## src/hdl/mm_port_pkg.sv

```systemverilog
// Shared constants for the memory-mapped transfer port and its two ends.
package mm_port_pkg;
    // ****************************************************************
    // Widths and limits
    // ****************************************************************
    localparam int DATA_W_MIN      = 8;
    localparam int DATA_W_MAX      = 1024;
    localparam int PENDING_MIN     = 1;
    localparam int PENDING_MAX     = 64;
    localparam int PENDING_DEF     = 2;
    localparam int WAIT_TIME_MIN   = 0;
    localparam int WAIT_TIME_MAX   = 1000;
    localparam int READ_WAIT_DEF   = 1;
    localparam int WRITE_WAIT_DEF  = 0;
    localparam int LATENCY_DEF     = 2;
    localparam int MEM_DEPTH_DEF   = 16;

    // ****************************************************************
    // Slave stall modes
    // ****************************************************************
    localparam int MODE_WAITREQ    = 0;
    localparam int MODE_FIXED      = 1;
    localparam int MODE_PIPELINED  = 2;
endpackage

```

## src/hdl/mm_port_if.sv

```systemverilog
// Interface joining the requesting end and the slave end of the port.
`timescale 1ns/10ps
interface mm_port_if #(
    parameter int ADDR_W = 8,
    parameter int DATA_W = 32
) (
    input wire logic clk
);
    logic [ADDR_W-1:0]   address;
    logic [DATA_W/8-1:0] byteenable;
    logic                read;
    logic                write;
    logic [DATA_W-1:0]   writedata;
    logic                begintransfer;
    logic [DATA_W-1:0]   readdata;
    logic                readdatavalid;
    logic                waitrequest;

    modport slave (
        input  clk,
        input  address,
        input  byteenable,
        input  read,
        input  write,
        input  writedata,
        input  begintransfer,
        output readdata,
        output readdatavalid,
        output waitrequest
    );

    modport master (
        input  clk,
        output address,
        output byteenable,
        output read,
        output write,
        output writedata,
        output begintransfer,
        input  readdata,
        input  readdatavalid,
        input  waitrequest
    );
endinterface

```

## src/hdl/mm_slave_end.sv

```systemverilog
// Slave end: a small memory behind the port with selectable stall mode.
// Functional notes
// RULE1 - Logic reacts only to the one clock
// RULE2 - Data word width 8 to 1024 bits
// RULE3 - Waitrequest used for both reads and writes
// RULE4 - Stall raised within the request cycle
// RULE5 - Requester holds request during waitrequest
// RULE6 - Transfer completes at edge after release
// RULE7 - Begintransfer marks only first request cycle
// RULE8 - Fixed wait counts act like waitrequest
// RULE9 - Zero wait-states answer in request cycle
// RULE10 - Writes are never pipelined
// RULE11 - Requester may issue reads before data returns
// RULE12 - One wait-state halves peak throughput
// RULE13 - Pipelined slave accepts one read per cycle
// RULE14 - Readdatavalid no earlier than next cycle
// RULE15 - Read data returned in accept order
// RULE16 - Variable latency slave uses waitrequest
// RULE17 - Slave caps outstanding reads by stalling
// RULE18 - Writes stalled until outstanding reads return
// RULE19 - Write hitting pending read gives undefined data
// RULE20 - Waitrequest is always eventually released
// RULE21 - Pending read limit is 1 to 64
// RULE22 - Fixed wait times range 0 to 1000
// RULE23 - Counter tracks outstanding reads
`timescale 1ns/10ps
module mm_slave_end
    import mm_port_pkg::*;
#(
    parameter int ADDR_W      = 8,
    parameter int DATA_W      = 32,
    parameter int MODE        = MODE_PIPELINED,
    parameter int READ_WAIT   = READ_WAIT_DEF,
    parameter int WRITE_WAIT  = WRITE_WAIT_DEF,
    parameter int MAX_PENDING = PENDING_DEF,
    parameter int LATENCY     = LATENCY_DEF,
    parameter int MEM_DEPTH   = MEM_DEPTH_DEF
) (
    input  wire logic      REF_CLK,
    input  wire logic      SYS_RST,
    mm_port_if.slave       BUS,
    output logic [7:0]     PENDING_COUNT,
    output logic           BUSY
);
    // ****************************************************************
    // Parameter checks
    // ****************************************************************
    initial begin
        if (DATA_W < DATA_W_MIN || DATA_W > DATA_W_MAX || DATA_W % 8 != 0)
            $error("DATA_W must be a multiple of 8 from 8 to 1024"); // [RULE2]
        if (MAX_PENDING < PENDING_MIN || MAX_PENDING > PENDING_MAX)
            $error("MAX_PENDING out of range"); // [RULE21]
        if (READ_WAIT < WAIT_TIME_MIN || READ_WAIT > WAIT_TIME_MAX ||
            WRITE_WAIT < WAIT_TIME_MIN || WRITE_WAIT > WAIT_TIME_MAX)
            $error("Wait time out of range"); // [RULE22]
        if (LATENCY < 1 || LATENCY > 64)
            $error("LATENCY must be 1 to 64");
        if (MEM_DEPTH < 1 || MEM_DEPTH > (1 << ADDR_W))
            $error("MEM_DEPTH does not fit the address");
        if ((MEM_DEPTH & (MEM_DEPTH - 1)) != 0)
            $error("MEM_DEPTH must be a power of two");
        if (MODE != MODE_WAITREQ && MODE != MODE_FIXED &&
            MODE != MODE_PIPELINED)
            $error("MODE is not a known stall mode");
    end

    // Wide enough for the longest fixed wait, which the count never passes.
    localparam int CW = $clog2(WAIT_TIME_MAX + 1);
    localparam int IW = (MEM_DEPTH > 1) ? $clog2(MEM_DEPTH) : 1;

    // ****************************************************************
    // Storage
    // ****************************************************************
    localparam int LANES = DATA_W / 8;

    logic [DATA_W-1:0] mem_word;
    logic [IW-1:0]     index;
    logic              accept_read;
    logic              accept_write;
    logic [CW-1:0]     wait_cnt_reg;

    // Only the low address bits select a word; higher bits alias.
    assign index = BUS.address[IW-1:0];

    // Each byte lane keeps its own array, so a write changes only the
    // lanes that its byteenable selects and no lane has two writers.
    for (genvar b = 0; b < LANES; b++) begin : g_lane
        logic [7:0] lane_mem_reg [MEM_DEPTH];

        always_ff @(posedge REF_CLK) begin
            if (accept_write && BUS.byteenable[b]) begin
                lane_mem_reg[index] <= BUS.writedata[b*8 +: 8]; // [RULE6]
            end
        end

        assign mem_word[b*8 +: 8] = lane_mem_reg[index];
    end

    // ****************************************************************
    // Fixed and plain wait-state counting
    // ****************************************************************
    // The counter runs while a request is held; release comes after
    // exactly the configured number of cycles, so stalls are bounded.
    logic [CW-1:0] need;
    always_comb begin
        need = BUS.read ? CW'(READ_WAIT) : CW'(WRITE_WAIT);
    end

    always_ff @(posedge REF_CLK) begin
        if (SYS_RST) begin
            wait_cnt_reg <= '0;
        end else if (MODE != MODE_PIPELINED &&
                     (BUS.read || BUS.write) && !BUS.waitrequest) begin
            wait_cnt_reg <= '0; // [RULE6]
        end else if (MODE != MODE_PIPELINED && (BUS.read || BUS.write)) begin
            wait_cnt_reg <= wait_cnt_reg + CW'(1); // [RULE8] [RULE20]
        end
    end

    // ****************************************************************
    // Pipelined read tracking
    // ****************************************************************
    logic [7:0] pending_reg;
    logic [LATENCY-1:0]  lat_valid_reg;
    logic [DATA_W-1:0]   lat_data_reg [LATENCY];
    logic pipe_stall;

    // Waitrequest depends only on inputs and local registers, so it is
    // decided inside the request cycle.
    // Writes wait for every pending read to drain. That costs throughput
    // on mixed traffic but keeps a write from overtaking a read in flight.
    always_comb begin
        pipe_stall = 1'b0;
        if (BUS.read && pending_reg >= 8'(MAX_PENDING)
            && !lat_valid_reg[LATENCY-1])
            pipe_stall = 1'b1; // [RULE17]
        if (BUS.write && pending_reg != 8'h00)
            pipe_stall = 1'b1; // [RULE18] [RULE10]
    end

    always_comb begin
        unique case (MODE)
            MODE_PIPELINED: BUS.waitrequest = pipe_stall; // [RULE16]
            default: BUS.waitrequest = (BUS.read || BUS.write) &&
                                       (wait_cnt_reg < need); // [RULE4] [RULE3] [RULE12]
        endcase
    end

    assign accept_read  = BUS.read && !BUS.waitrequest;
    assign accept_write = BUS.write && !BUS.waitrequest;

    // A pipelined read enters a shift line, one per cycle, so the port
    // takes back-to-back reads and returns them in acceptance order.
    always_ff @(posedge REF_CLK) begin
        if (SYS_RST) begin
            lat_valid_reg <= '0;
        end else if (MODE == MODE_PIPELINED) begin
            // A shift by one stays legal for a latency of a single cycle.
            lat_valid_reg <= (lat_valid_reg << 1) |
                             LATENCY'(accept_read); // [RULE13] [RULE15]
        end
    end

    // The word is taken as the read is accepted, so a later write to the
    // same address leaves the returned word at its old value.
    always_ff @(posedge REF_CLK) begin
        lat_data_reg[0] <= mem_word; // [RULE19]
    end

    for (genvar s = 1; s < LATENCY; s++) begin : g_stage
        always_ff @(posedge REF_CLK) begin
            lat_data_reg[s] <= lat_data_reg[s-1];
        end
    end

    // The count rises on an accepted read and falls as its word leaves,
    // so it equals the reads the master is still waiting for.
    always_ff @(posedge REF_CLK) begin
        if (SYS_RST) begin
            pending_reg <= 8'h00;
        end else if (MODE == MODE_PIPELINED) begin
            pending_reg <= pending_reg + 8'(accept_read)
                           - 8'(lat_valid_reg[LATENCY-1]); // [RULE23]
        end
    end

    // ****************************************************************
    // Read data
    // ****************************************************************

    // Non-pipelined modes present read data combinationally from the
    // memory during the releasing cycle; with zero waits this is the
    // request cycle itself, which costs clock rate.
    always_comb begin
        unique case (MODE)
            MODE_PIPELINED: begin
                BUS.readdata      = lat_data_reg[LATENCY-1];
                BUS.readdatavalid = lat_valid_reg[LATENCY-1]; // [RULE14]
            end
            default: begin
                BUS.readdata      = mem_word; // [RULE9]
                BUS.readdatavalid = accept_read;
            end
        endcase
    end

    // BUSY tells a user that reads are pending, so in pipelined mode a write would now be held off.
    assign PENDING_COUNT = pending_reg;
    assign BUSY          = (pending_reg != 8'h00); // [RULE1]
endmodule

```

## src/flat_wrapper.sv

```systemverilog
// flat-port wrapper written by rule: the top's interface ports become plain ports
module mm_slave_end_flat import mm_port_pkg::*;
#(
    parameter int ADDR_W      = 8,
    parameter int DATA_W      = 32,
    parameter int MODE        = MODE_PIPELINED,
    parameter int READ_WAIT   = READ_WAIT_DEF,
    parameter int WRITE_WAIT  = WRITE_WAIT_DEF,
    parameter int MAX_PENDING = PENDING_DEF,
    parameter int LATENCY     = LATENCY_DEF,
    parameter int MEM_DEPTH   = MEM_DEPTH_DEF
)
  (REF_CLK, SYS_RST, PENDING_COUNT, BUSY, clk, BUS_address, BUS_byteenable, BUS_read, BUS_write, BUS_writedata, BUS_begintransfer, BUS_readdata, BUS_readdatavalid, BUS_waitrequest);
  mm_port_if #(.ADDR_W(ADDR_W), .DATA_W(DATA_W)) BUS_i (.clk(clk));
  input  wire logic REF_CLK;
  input  wire logic SYS_RST;
  output logic [7:0] PENDING_COUNT;
  output logic BUSY;
  input wire logic clk;
  input wire logic [$bits(BUS_i.address)-1:0] BUS_address;
  input wire logic [$bits(BUS_i.byteenable)-1:0] BUS_byteenable;
  input wire logic [$bits(BUS_i.read)-1:0] BUS_read;
  input wire logic [$bits(BUS_i.write)-1:0] BUS_write;
  input wire logic [$bits(BUS_i.writedata)-1:0] BUS_writedata;
  input wire logic [$bits(BUS_i.begintransfer)-1:0] BUS_begintransfer;
  output wire logic [$bits(BUS_i.readdata)-1:0] BUS_readdata;
  output wire logic [$bits(BUS_i.readdatavalid)-1:0] BUS_readdatavalid;
  output wire logic [$bits(BUS_i.waitrequest)-1:0] BUS_waitrequest;
  assign BUS_i.address = BUS_address;
  assign BUS_i.byteenable = BUS_byteenable;
  assign BUS_i.read = BUS_read;
  assign BUS_i.write = BUS_write;
  assign BUS_i.writedata = BUS_writedata;
  assign BUS_i.begintransfer = BUS_begintransfer;
  assign BUS_readdata = BUS_i.readdata;
  assign BUS_readdatavalid = BUS_i.readdatavalid;
  assign BUS_waitrequest = BUS_i.waitrequest;
  mm_slave_end #(.ADDR_W(ADDR_W), .DATA_W(DATA_W), .MODE(MODE), .READ_WAIT(READ_WAIT), .WRITE_WAIT(WRITE_WAIT), .MAX_PENDING(MAX_PENDING), .LATENCY(LATENCY), .MEM_DEPTH(MEM_DEPTH)) u_core (.REF_CLK(REF_CLK), .SYS_RST(SYS_RST), .BUS(BUS_i), .PENDING_COUNT(PENDING_COUNT), .BUSY(BUSY));
endmodule
```

## config.mk

```make
export PLATFORM = sky130hd
export DESIGN_NAME = mm_slave_end_flat
export DESIGN_NICKNAME = d
export VERILOG_FILES = /design/src/hdl/mm_port_pkg.sv /design/src/hdl/mm_port_if.sv /design/src/hdl/mm_slave_end.sv /design/src/flat_wrapper.sv
export SDC_FILE = /design/constraint.sdc
export NUM_CORES = 1
export LEC_CHECK = 0
export ABC_AREA = 1
export CORE_MARGIN = 5
export CORE_UTILIZATION = 65
export CTS_CLUSTER_SIZE = 8
export DETAILED_ROUTE_END_ITERATION = 8
export DONT_BUFFER_PORTS = 1
export GPL_ROUTABILITY_DRIVEN = 1
export HOLD_SLACK_MARGIN = 0.12
export PLACE_DENSITY = 0.78
export REMOVE_ABC_BUFFERS = 1
export SETUP_SLACK_MARGIN = 0.02
export SYNTH_ARGS = -nofsm -noshare
export SYNTH_HDL_FRONTEND = slang
export SYNTH_SLANG_ARGS = --single-unit
```

## constraint.sdc

```tcl
create_clock -name REF_CLK -period 4.6 [get_ports REF_CLK]
set_clock_uncertainty 0.1 [all_clocks]
set_input_delay 0.23 -clock REF_CLK [delete_from_list [all_inputs] [get_ports REF_CLK]]
set_output_delay 0.23 -clock REF_CLK [all_outputs]
set_load 0.02 [all_outputs]
```

# Yosys cells after proc, flatten, opt, wreduce, memory -nomap -nowiden
# Memories as Yosys holds them, arrays and structs flattened.
# Cells that the tools add are included.
[word_totals]
reg_bits = 10
ramBits = 576
inputBits = 50
output_inout_bits = 43
wordCells = 33
mem_count = 5
[op_classes]
n_addsub = 2
n_lt_le_gt_ge = 1
muxes = 10
bitwise_logic = 1
reduce_logical = 12
[mem_list]
columns = ["name", "words", "width", "rd", "rd_ports_with_merged_regs", "wr", "line", "rtl"]
rows = [
  ["u_core.g_lane[0].lane_mem_reg", 16, 8, 1, 0, 1, "mm_slave_end.sv:88", "logic [7:0] lane_mem_reg [MEM_DEPTH];"],
  ["u_core.g_lane[1].lane_mem_reg", 16, 8, 1, 0, 1, "mm_slave_end.sv:88", ""],
  ["u_core.g_lane[2].lane_mem_reg", 16, 8, 1, 0, 1, "mm_slave_end.sv:88", ""],
  ["u_core.g_lane[3].lane_mem_reg", 16, 8, 1, 0, 1, "mm_slave_end.sv:88", ""],
  ["u_core.lat_data_reg", 2, 32, 2, 0, 2, "mm_slave_end.sv:125", "logic [DATA_W-1:0] lat_data_reg [LATENCY];"],
]
[ops]
columns = ["operator", "count"]
rows = [
  ["$mux 1", 10],
  ["$logic_and 1x1->1", 9],
  ["$add 8x1->8", 1],
  ["$ge 8x2->1 const B", 1],
  ["$reduce_bool 8->1", 1],
  ["$sub 8x1->8", 1],
  ["$logic_not 1->1", 2],
  ["$or 2x1->2", 1],
]

# Longest topological paths before layout
# Gate-level depths: netlist (run 1).
[depth]
ltp_word = 10
ltp_mapped = 16
depth_no_buf = 16

# Worst setup path before layout (run 1)
# OpenSTA, ideal clock, no wires.
[synth_timing]
kind = "register to register"
start = "register u_core.pending_reg[2] (netlist: u_core.PENDING_COUNT[2])"
end = "register u_core.pending_reg[6] (netlist: u_core.PENDING_COUNT[6])"
setup_ps = 113
arrival_ps = 2407
required_time_ps = 4387
setup_slack_ps = 1980
stages_incl_launch_ff = 15
n_path_buf = 0
period_less_slack_ps = 2620
cell_sequence = "dfxtp_1 -> inv_1 -> ha_1 -> nand3_1 -> nor2_4 -> inv_1 -> nand2_1 -> nand2_1 -> nor2_1 -> ha_1 -> fa_1 -> nand3_1 -> nand3_1 -> nor2_1 -> nor2_1"
[synth_between]
elab_cells_between_ends = 11
classes_between = "add/sub: 2; order compare: 1; mux: 2; reduce/logical: 6"
[synth_lines]
columns = ["element", "line", "rtl"]
rows = [
  ["start, declared", "mm_slave_end.sv:123", "logic [7:0] pending_reg;"],
  ["start signal, assigned", "mm_slave_end.sv:182", "pending_reg <= pending_reg + 8'(accept_read)"],
  ["$reduce_bool 8->1", "-", ""],
  ["via BUSY", "flat_wrapper.sv:18", "output logic BUSY;"],
  ["$logic_and 1x1->1", "mm_slave_end.sv:137", "if (BUS.write && pending_reg != 8'h00)"],
  ["$mux 1", "mm_slave_end.sv:137", ""],
  ["via BUS_waitrequest", "flat_wrapper.sv:28", "output wire logic [$bits(BUS_i.waitrequest)-1:0] BUS_waitrequest;"],
  ["$logic_not 1->1", "mm_slave_end.sv:149", "assign accept_read = BUS.read && !BUS.waitrequest;"],
  ["$logic_and 1x1->1", "mm_slave_end.sv:149", ""],
  ["via u_core.accept_read", "mm_slave_end.sv:78", "logic accept_read;"],
  ["$add 8x1->8", "mm_slave_end.sv:182", ""],
  ["$sub 8x1->8", "mm_slave_end.sv:183", "- 8'(lat_valid_reg[LATENCY-1]);"],
]
# The timed path passes the listed nets, and every way through them passes these cells.
# A chain may end at the register's enable or synchronous reset.

# Worst setup path after layout (run 1)
[layout_timing]
start = "register u_core.pending_reg[4] (netlist: u_core.PENDING_COUNT[4])"
end = "memory u_core.g_lane[2].lane_mem_reg[4][2], enable pin"
[layout_between]
elab_chain_len = 10
elab_cells_between_ends = 12
classes_between = "order compare: 1; mux: 4; reduce/logical: 7"
[layout_rtl]
columns = ["element", "line", "rtl"]
rows = [
  ["$ge 8x2->1", "mm_slave_end.sv:134", "if (BUS.read && pending_reg >= 8'(MAX_PENDING)"],
  ["$logic_and 1x1->1", "mm_slave_end.sv:134", ""],
  ["$logic_and 1x1->1", "mm_slave_end.sv:135", "&& !lat_valid_reg[LATENCY-1])"],
  ["$mux 1", "mm_slave_end.sv:134", ""],
  ["$mux 1 (*)", "mm_slave_end.sv:137", ""],
  ["$logic_not 1->1 (*)", "mm_slave_end.sv:150", "assign accept_write = BUS.write && !BUS.waitrequest;"],
  ["$logic_and 1x1->1 (*)", "mm_slave_end.sv:150", ""],
  ["$logic_and 1x1->1 (*)", "mm_slave_end.sv:91", "if (accept_write && BUS.byteenable[b]) begin"],
  ["$mux 1 (*)", "mm_slave_end.sv:91", ""],
  ["$mux 1 (implied by the code) (*)", "mm_slave_end.sv:92", "lane_mem_reg[index] <= BUS.writedata[b*8 +: 8];"],
  ["end, declared", "mm_slave_end.sv:88", ""],
]
# Every way passes the cells marked *; elsewhere a longest branch is shown, timed or not.

==> results of run 1 <==
[per-stage QoR]
step | hold slack, ns | power, W | util (%) | std cells
2_1_floorplan | 0.2012 | 0.006750 | - | 2043
4_1_cts | 0.1240 | 0.01269 | 73.81 | 2713
5_1_grt | 0.1570 | 0.01312 | 73.82 | 2714
6_report | 0.1460 | 0.01267 | 73.84 | 2716
3_5_place_dp | 0.2038 | 0.006968 | 65.56 | 2511
3_3_place_gp | 0.2022 | 0.006939 | 65.56 | 2511
[power groups by stage]
stage / clock (W) / combinational (W) / sequential [W]
4_1_cts: 0.00565 / 0.00100 / 0.00604
3_3_place_gp: 0 / 0.000806 / 0.00613
3_5_place_dp: 0 / 0.000831 / 0.00614
6_report: 0.00562 / 0.00102 / 0.00603
5_1_grt: 0.00594 / 0.00114 / 0.00604
2_1_floorplan: 0 / 0.000634 / 0.00612
[layout make-up]
class | instances | area [µm²] | share of cell area, %
sequential | 586 | 16860 | 64.18
multi-input combinational | 1420 | 5687 | 21.65
clock buffer | 149 | 2367 | 9.014
tap | 461 | 576.8 | 2.196
timing repair buffer | 54 | 558.0 | 2.125
inverter | 37 | 146.4 | 0.5574
clock inverter | 6 | 63.81 | 0.2430
antenna | 3 | 7.507 | 0.02859
[worst paths after layout]
path / start / endpoint / slack [ns] / depth (start not counted)
worst max-delay path: u_core.PENDING_COUNT[4] / u_core.g_lane[2].lane_mem_reg[4][2] / 1.50 / 9
worst min-delay path: BUS_address[2] / u_core.lat_data_reg[0][15] / 0.15 / 4
worst max register to register: u_core.PENDING_COUNT[4] / u_core.g_lane[2].lane_mem_reg[4][2] / 1.50 / 9
worst min register to register: u_core.lat_data_reg[0][6] / u_core.lat_data_reg[0][38] / 0.22 / 0
[logic make-up (layout without fill, tap and decap cells)]
family                   count (synthesis)  count (layout)  share of synthesized area (%)
AND/OR/NAND/NOR                       1396            1396                          23.17
flip-flops                             586             586                          71.96
buffers and inverters                  165             246                          3.851
other                                    0               3                              0
adder cells (fa/ha/maj)                 15              15                         0.8333
AO/OA/AOI/OAI                            9               9                         0.1923
[per-layer routing]
layer / wire (µm) / vias up / share of wire, %
li1: - / 7135 / -
met1: 20450 / 7268 / 37
met2: 27800 / 886 / 50
met3: 5751 / 147 / 10
met4: 1881 / 0 / 3.4
met5: 0 / - / 0
[worst max-delay path: stages, from the launching register on]
cell     delay, ns
dfxtp_1       0.48
inv_1         0.14
ha_1          0.21
nand2_1       0.13
inv_1         0.06
nand2_1       0.06
nand2_1       0.05
nand2_2       0.13
nand4_2       0.53
nor2_1        0.83
[what timing repair did]
item | CTS | global route
hold buffers | 47 | 0
endpoints found under the setup margin | 0 | 0
hold endpoints to repair | 554 | 0
[cell usage in the layout, fill, tap and decap left out, drive strengths merged]
cell,netlist,routed
nand2,1233,1233
edfxtp,512,512
clkbuf,21,149
nor2,88,88
dfxtp,74,74
dlygate4sd3,0,45
inv,36,41
nand3,38,38
nand4,36,36
ha,14,14
buf,107,9
a21oi,7,7
diode,0,3
o21ai,2,2
clkinv,1,2
nor3,1,1
fa,1,1
==> summary.md, run 1 <==
| Metric | Value |
|---|---|
| Post-cts sizing count | `0` |
| Netlist Area Pre-Place | `23,420 µm²` |
| DR DRC count | `0` |
| Worst-path clk slew | `0.05 ns` |
| Grt total ovfl | `0` |
| Final instance area | `26,260 µm²` |
| Via/cell ratio | `5.683` |
| Cell area power density | `482.4 nW/µm²` |
| Sequential Power Share | `47.6%` |
| Initial core utilization | `65.86%` |
| Crit path required time | `4.71 ns` |
| Worst slew margin | `29.13%` |
| Layout fillers | `2,258` |
| Synthesis-stage register bit count | `586` |
| Largest net degree at the start of global routing | `212` |
| Post-synth top flop | `edfxtp_1` |
| CTS Sinks | `586` |
| P_sw | `0.003010 W` |
| Switching share of power | `23.76%` |
| Met1 Use GR | `36.38%` |
| Post-synth top area cell | `edfxtp_1` |
| Critical Path Sink Type | `register` |
| Cts bufs inserted | `83` |
| Post-Place Setup Slack | `1.544 ns` |
| Synth area leaders | `edfxtp_1 66%, nand2_1 20%, dfxtp_1 6.3%` |
| GR Util met2 | `47.19%` |
| Iteration-0 DRC count of the detailed router | `1,970` |
| GP Congestion | `0.8702` |
| Most numerous cell in the Yosys netlist | `nand2_1` |
| WL/cell | `20.57 µm` |
| Detailed Place HPWL | `30,280 µm` |
| Critical-path maximum fanout | `16` |
| P_leak | `10.48 nW` |
| Post-synth EDFFs | `512` |
| Setup bufs post-CTS | `0` |
| Max cap viols | `0` |
| Sequential area share after synthesis | `71.96%` |
| Vias in the first global route | `15.31k` |
| Vias | `15.44k` |
| FMAX | `322.2 MHz` |
| Die footprint | `39,930 µm²` |
| Detail Route Antenna Nets | `0` |
| Crit path DAT | `3.21 ns` |
| Routed WL | `55,880 µm` |
| Fraction of registers with async set/reset | `0%` |
| Area Growth Syn to Fin | `12.11%` |
| Unique masters post-synth | `23` |
| Setup crit start kind | `register` |
| Chip width | `199.8 µm` |
| Share of cells above drive strength 1 | `5.107%` |
| GR Util All Layers | `28.10%` |
| RSZ-0062 raised after global routing | `no` |
| Worst-Skew Late Latency | `0.60 ns` |
| Synth Area per Inst | `10.79 µm²` |
| Final Net Count | `2,247` |
| Buffers on Ports | `0` |
| Core area | `35,570 µm²` |
| Max FFs per register | `512` |
| Fin crit share | `67.46%` |
| Tmin final | `3.103 ns` |
| Total iterations of the first detailed-routing run | `6` |
| Hold WC Path Type | `in2reg` |
| Root Buffer | `clkbuf_16` |
| Synth Warn # | `0` |
| Worst setup margin | `1.497 ns` |
| Clk pwr share | `44.3%` |
| Io pins | `93` |
| Max Slew Vio Count | `0` |
| Final hold vios | `0` |
| CTS Buffer Depth | `3` |
| Share of Yosys cell area claimed by the top area cell type | `65.63%` |
| Vert. Die Dim | `199.8 µm` |
| CTS tree | `done` |
| Synth top cells by count | `1,232 x nand2_1, 512 x edfxtp_1, 84 x nor2_1` |
| GR met3 Demand/Resource | `6.344%` |
| Cell count after synthesis | `2,171` |
| CTS H-tree lvls | `3` |
| Gate power share | `8.0%` |
| Power Internal | `0.009660 W` |
| Final Setup Violations | `0` |
| Row cnt | `69` |
| Status | `finished, final reports clean` |
| Placed inst area | `23,320 µm²` |
| Crit Path Class | `reg2reg` |
| Peak supply drop | `0.3744 mV` |
| Measured slew at the worst slew-check pin | `1.063 ns` |
| Final TNS setup | `0 ns` |
| Number of antenna violations at the first check in global routing | `1` |
| Global-route wire length before repair | `84,850 µm` |
| Most Used Layer, Global Route | `met2` |
Power figures use the tool's default switching activity.
==> inputs of run 2 (changes only) <==
Settings changed: CORE_UTILIZATION 65 to 63, PLACE_DENSITY 0.78 to 0.76.
Clock period 4.6 ns to 3.14 ns, I/O delays scaled along.
==> summary.md, run 2 (synthesis results as in run 1) <==
| Metric | Value |
|---|---|
| Buffers on Ports | `0` |
| Final hold vios | `0` |
| Area Growth Syn to Fin | `15.92%` |
| Crit Path Class | `in2reg` |
| Reg2reg path depth | `9` |
| Vert. Die Dim | `202.8 µm` |
| Worst r2r dst | `u_core.lat_data_reg[0][8]` |
| Reg2reg setup slack | `0.34 ns` |
| Placed inst area | `23,870 µm²` |
| Gate power share | `8.5%` |
| Crit path DAT | `3.29 ns` |
| Core area | `36,700 µm²` |
| Total iterations of the first detailed-routing run | `6` |
| Most frequent cell on the critical path | `dlygate4sd3_1` |
| Leading cell types in the layout, fill and taps excluded | `1,232 x nand2_1, 512 x edfxtp_1, 87 x clkbuf_16` |
| Critical Path Sink Type | `register` |
| Sequential Power Share | `47.5%` |
| Multi-input logic area | `5687 µm²` |
| Detail Route Antenna Nets | `0` |
| Routed WL | `56,760 µm` |
| Peak supply drop | `0.6338 mV` |
| Io pins | `93` |
| Via/cell ratio | `5.626` |
| Final Core Density | `73.99%` |
| Final Setup Violations | `0` |
| Crit path buf inv count | `5` |
| FMAX | `349.5 MHz` |
| Root Buffer | `clkbuf_16` |
| Final TNS setup | `0 ns` |
| DR DRC count | `0` |
| Slowest stage delay, CP | `0.79 ns` |
| Cell area power density | `685.4 nW/µm²` |
| CTS tree | `done` |
| Iteration-0 DRC count of the detailed router | `1,867` |
| Vias | `15.89k` |
| CTS Sinks | `586` |
| GR Util All Layers | `27.60%` |
| CTS Buffer Depth | `3` |
| Measured slew at the worst slew-check pin | `0.8262 ns` |
| GP Congestion | `0.9073` |
| Largest delay share family, worst path | `buffers and inverters` |
| Power Internal | `0.01428 W` |
| Die footprint | `41,140 µm²` |
| Cts bufs inserted | `83` |
| Final Net Count | `2,351` |
| Detailed Place HPWL | `31,090 µm` |
| Clk pwr share | `44.0%` |
| WL/cell | `20.10 µm` |
| Initial core utilization | `63.83%` |
| Setup crit start kind | `input pin` |
| Max stage delay cell, worst path | `dlygate4sd3_1` |
| Switching share of power | `23.28%` |
| Final instance area | `27,150 µm²` |
| Tot Pwr | `0.01861 W` |
| CTS H-tree lvls | `3` |
| Critical-path maximum fanout | `8` |
| Worst Hold Depth | `5` |
| Hold WC Path Type | `in2reg` |
| Share of cells above drive strength 1 | `7.813%` |
| RSZ-0062 raised after global routing | `no` |
| Worst-Skew Late Latency | `0.59 ns` |
| Crit path required time | `3.57 ns` |
| Max cap viols | `0` |
| Grt total ovfl | `0` |
| Layout fillers | `2,326` |
| P_sw | `0.004332 W` |
| RR Startpoint | `u_core.g_lane[1].lane_mem_reg[15][0]` |
| Largest net degree at the start of global routing | `151` |
| P_leak | `11.00 nW` |
| Hold Path Sink | `u_core.lat_data_reg[0][20]` |
| Most common cell after layout, fill and taps aside | `nand2_1` |
| Chip width | `202.8 µm` |
| Max Slew Vio Count | `0` |
| Number of antenna violations at the first check in global routing | `3` |
| Tmin final | `2.861 ns` |
| Vias in the first global route | `15.81k` |
| Worst-path clk slew | `0.05 ns` |
| Hold path start | `BUS_address[1]` |
| Status | `finished, final reports clean` |
| Fin crit share | `91.11%` |
| Global-route wire length before repair | `87,570 µm` |
| Worst slew margin | `44.74%` |
| Register area | `16,860 µm²` |
| Max FFs per register | `512` |
| CP Cell Sequence | `dlygate4sd3_1 -> inv_1 -> nor2_4 -> dlygate4sd3_1 -> nand2_1 -> dlygate4sd3_1 -> nand4_1 -> dlygate4sd3_1` |
| Row cnt | `70` |
[run 2: changes by cell type in the layout (fill, tap and decap cells not counted)]
| cell | change |
|---|---|
| buf_12 | +1 |
| buf_4 | +69 |
| buf_6 | +1 |
| clkbuf_1 | +1 |
| clkbuf_16 | +2 |
| diode_2 | -2 |
| dlygate4sd3_1 | +33 |
| inv_16 | -1 |
| inv_6 | -3 |
[run 2: cell type report]
type | instances | area share [%]
multi-input cells | 1420 | 20.94
diodes | 1 | 0.009216
flip-flops and latches | 586 | 62.08
clock inverters | 2 | 0.06451
repair buffers | 158 | 5.294
clock buffers | 152 | 8.916
inverters | 37 | 0.5391
well taps | 468 | 2.156
[run 2: how the worst max path moves through the flow]
stage	slack, ns	startpoint	cells after the start	to
finish	0.28	BUS_address[3]	8	u_core.lat_data_reg[0][30]
CTS	0.27	BUS_address[1]	9	u_core.lat_data_reg[0][8]
global placement	0.49	u_core.PENDING_COUNT[6]	14	u_core.PENDING_COUNT[6]
detailed placement	0.40	u_core.PENDING_COUNT[6]	15	u_core.PENDING_COUNT[6]
global route	0.19	u_core.PENDING_COUNT[6]	15	u_core.PENDING_COUNT[6]
floorplan	0.49	BUS_address[0]	4	u_core.g_lane[0].lane_mem_reg[13][0]
[run 2: metrics by stage]
step / std cells / hold WS [ns] / setup WS [ns]
6_report: 2824 / 0.1281 / 0.2791
5_1_grt: 2823 / 0.1478 / 0.1898
4_1_cts: 2823 / 0.1389 / 0.2680
3_5_place_dp: 2589 / 0.1334 / 0.4037
3_3_place_gp: 2589 / 0.1290 / 0.4898
2_1_floorplan: 2043 / 0.1282 / 0.4915
[run 2: power by group through the flow]
stage          Sequential, W  Combinational, W  Clock [W]
2_1_floorplan        0.00896          0.000928          0
3_3_place_gp         0.00898           0.00123          0
3_5_place_dp         0.00899           0.00126          0
4_1_cts              0.00884           0.00155    0.00826
5_1_grt              0.00885           0.00174    0.00867
6_report             0.00884           0.00158    0.00819
[run 2: tightest hold or removal path: cells and delay by family]
| family | cells | cell delay (ns) |
|---|---|---|
| buffers and inverters | 1 | 0.21 |
| and+or+nand+nor | 4 | 0.33 |
[run 2: layer usage]
| metal | wire [µm] | vias up | GRT usage [%] |
|---|---|---|---|
| met1 | 21540 | 7486 | 36.92 |
| met2 | 27010 | 894 | 44.14 |
| met4 | 2229 | 6 | 11.91 |
| met3 | 5943 | 170 | 6.309 |
| li1 | - | 7333 | - |
| met5 | 34 | - | 0 |
[run 2: what timing repair did]
action	4_1_cts	5_1_grt
hold buffers	80	0
endpoints found under the hold margin	563	0
setup buffers	0	0
endpoints found under the setup margin	0	1
resized for setup	0	1
==> inputs of run 3 (changes only) <==
Settings changed: MAX_ROUTING_LAYER set to met4.
==> summary.md, run 3 (synthesis results as in run 1) <==
| Metric | Value |
|---|---|
| Buffers on Ports | `0` |
| WL/cell | `20.18 µm` |
| Chip width | `202.8 µm` |
| Post-Place Setup Slack | `0.4037 ns` |
| Hold path start | `BUS_address[1]` |
| FMAX | `350.3 MHz` |
| Number of antenna violations at the first check in global routing | `3` |
| Setup crit start kind | `input pin` |
| Die footprint | `41,140 µm²` |
| Global-route wire length before repair | `87,570 µm` |
| Crit Path Class | `in2reg` |
| CTS tree | `done` |
| Final Net Count | `2,351` |
| Placed inst area | `23,870 µm²` |
| Max FFs per register | `512` |
| CTS Sinks | `586` |
| Final Setup Violations | `0` |
| DR DRC count | `0` |
| Detailed Place HPWL | `31,090 µm` |
| Met3 WL | `5752 µm` |
| Area Growth Syn to Fin | `15.96%` |
| Detail Route Antenna Nets | `0` |
| Measured slew at the worst slew-check pin | `0.8397 ns` |
| Row cnt | `70` |
| Cts bufs inserted | `83` |
| RR Startpoint | `u_core.g_lane[1].lane_mem_reg[15][0]` |
| Initial core utilization | `63.83%` |
| Iteration-0 DRC count of the detailed router | `1,865` |
| CTS Buffer Depth | `3` |
| Tmin final | `2.855 ns` |
| Fin crit share | `90.92%` |
| RSZ-0062 raised after global routing | `no` |
| Hold WC Path Type | `in2reg` |
| Share of cells above drive strength 1 | `7.813%` |
| Via/cell ratio | `5.620` |
| Most common cell after layout, fill and taps aside | `nand2_1` |
| Max stage delay cell, worst path | `dlygate4sd3_1` |
| GP Congestion | `0.9230` |
| Hold Path Sink | `u_core.lat_data_reg[0][20]` |
| Cell area power density | `685.2 nW/µm²` |
| Worst Hold Depth | `5` |
| Worst r2r dst | `u_core.lat_data_reg[0][8]` |
| Final hold vios | `0` |
| Met2 WL | `27,180 µm` |
| CTS H-tree lvls | `3` |
| Worst setup margin | `0.2852 ns` |
| Met1 WL | `21,880 µm` |
| GR Util All Layers | `28.46%` |
| Crit path required time | `3.57 ns` |
| Critical Path Sink Type | `register` |
| Register area | `16,860 µm²` |
| Peak supply drop | `0.6402 mV` |
| Slowest stage delay, CP | `0.79 ns` |
| Max Slew Vio Count | `0` |
| Reg2reg path depth | `9` |
| CP Cell Sequence | `dlygate4sd3_1 -> inv_1 -> nor2_4 -> dlygate4sd3_1 -> nand2_1 -> dlygate4sd3_1 -> nand4_1 -> dlygate4sd3_1` |
| Final instance area | `27,160 µm²` |
| Most frequent cell on the critical path | `dlygate4sd3_1` |
| P_leak | `11.00 nW` |
| Routed WL | `57,070 µm` |
| Worst slew margin | `43.84%` |
| Vert. Die Dim | `202.8 µm` |
| Max cap viols | `0` |
| Root Buffer | `clkbuf_16` |
| Worst-Skew Late Latency | `0.59 ns` |
| Top layer reached by signal wires | `met4` |
| Largest net degree at the start of global routing | `151` |
| Final TNS setup | `0 ns` |
| Layout fillers | `2,324` |
| Total iterations of the first detailed-routing run | `5` |
| Io pins | `93` |
| Critical-path maximum fanout | `8` |
| Vias in the first global route | `15.79k` |
| Worst-path clk slew | `0.05 ns` |
| Reg2reg setup slack | `0.35 ns` |
| Grt total ovfl | `0` |
| Core area | `36,700 µm²` |
| Multi-input logic area | `5687 µm²` |
| Status | `finished, final reports clean` |
| Leading cell types in the layout, fill and taps excluded | `1,232 x nand2_1, 512 x edfxtp_1, 87 x clkbuf_16` |
| Crit path DAT | `3.29 ns` |
| Vias | `15.89k` |
[run 3: changes by cell type in the layout (fill, tap and decap cells not counted)]
cell / before / now
diode_2: 1 / 5
[run 3: area by class of cell]
class / instances / area share, %
clock buffers: 152 / 8.913
multi-input cells: 1420 / 20.94
flip-flops and latches: 586 / 62.05
repair buffers: 158 / 5.292
well taps: 468 / 2.156
clock inverters: 2 / 0.06449
inverters: 37 / 0.5389
diodes: 5 / 0.04606
[run 3: how the worst max path moves through the flow]
stage | from | slack, ns | to | depth (start not counted)
final | BUS_address[3] | 0.29 | u_core.lat_data_reg[0][30] | 8
after global routing | u_core.PENDING_COUNT[6] | 0.19 | u_core.PENDING_COUNT[6] | 15
after CTS | BUS_address[1] | 0.27 | u_core.lat_data_reg[0][8] | 9
after detailed placement | u_core.PENDING_COUNT[6] | 0.40 | u_core.PENDING_COUNT[6] | 15
after global placement | u_core.PENDING_COUNT[6] | 0.49 | u_core.PENDING_COUNT[6] | 14
after floorplan | BUS_address[0] | 0.49 | u_core.g_lane[0].lane_mem_reg[13][0] | 4
[run 3: worst max-delay path: cells and delay by family]
family | cells | cell delay, ns
buf+inv | 5 | 2.72
simple gates | 3 | 0.39
[run 3: where the power goes]
group	total (W)	leakage (nW)	switching, W	internal (W)
Combinational	0.00158	4.62	0.00110	0.000487
Clock	0.00819	1.16	0.00306	0.00514
Sequential	0.00884	5.22	0.000181	0.00866
[run 3: metrics by stage]
stage,power [W],utilization (%),hold WS [ns],instances
after floorplan,0.009889,-,0.1282,2043
after global placement,0.01021,65.05,0.1290,2589
after detailed placement,0.01025,65.05,0.1334,2589
after CTS,0.01866,73.98,0.1389,2823
after global routing,0.01926,74.01,0.1613,2826
final,0.01861,74.02,0.1248,2828
[run 3: metal layers]
layer,global-route usage [%],up-vias
li1,-,7334
met1,37.08,7526
met2,44.11,868
met3,6.229,165
met4,11.88,0
met5,-,-
[run 3: what timing repair did]
| action | CTS | global route |
|---|---|---|
| resized for setup | 0 | 1 |
| setup endpoints to repair | 0 | 1 |
| setup buffers | 0 | 0 |
| hold buffers | 80 | 0 |
| hold endpoints to repair | 563 | 0 |
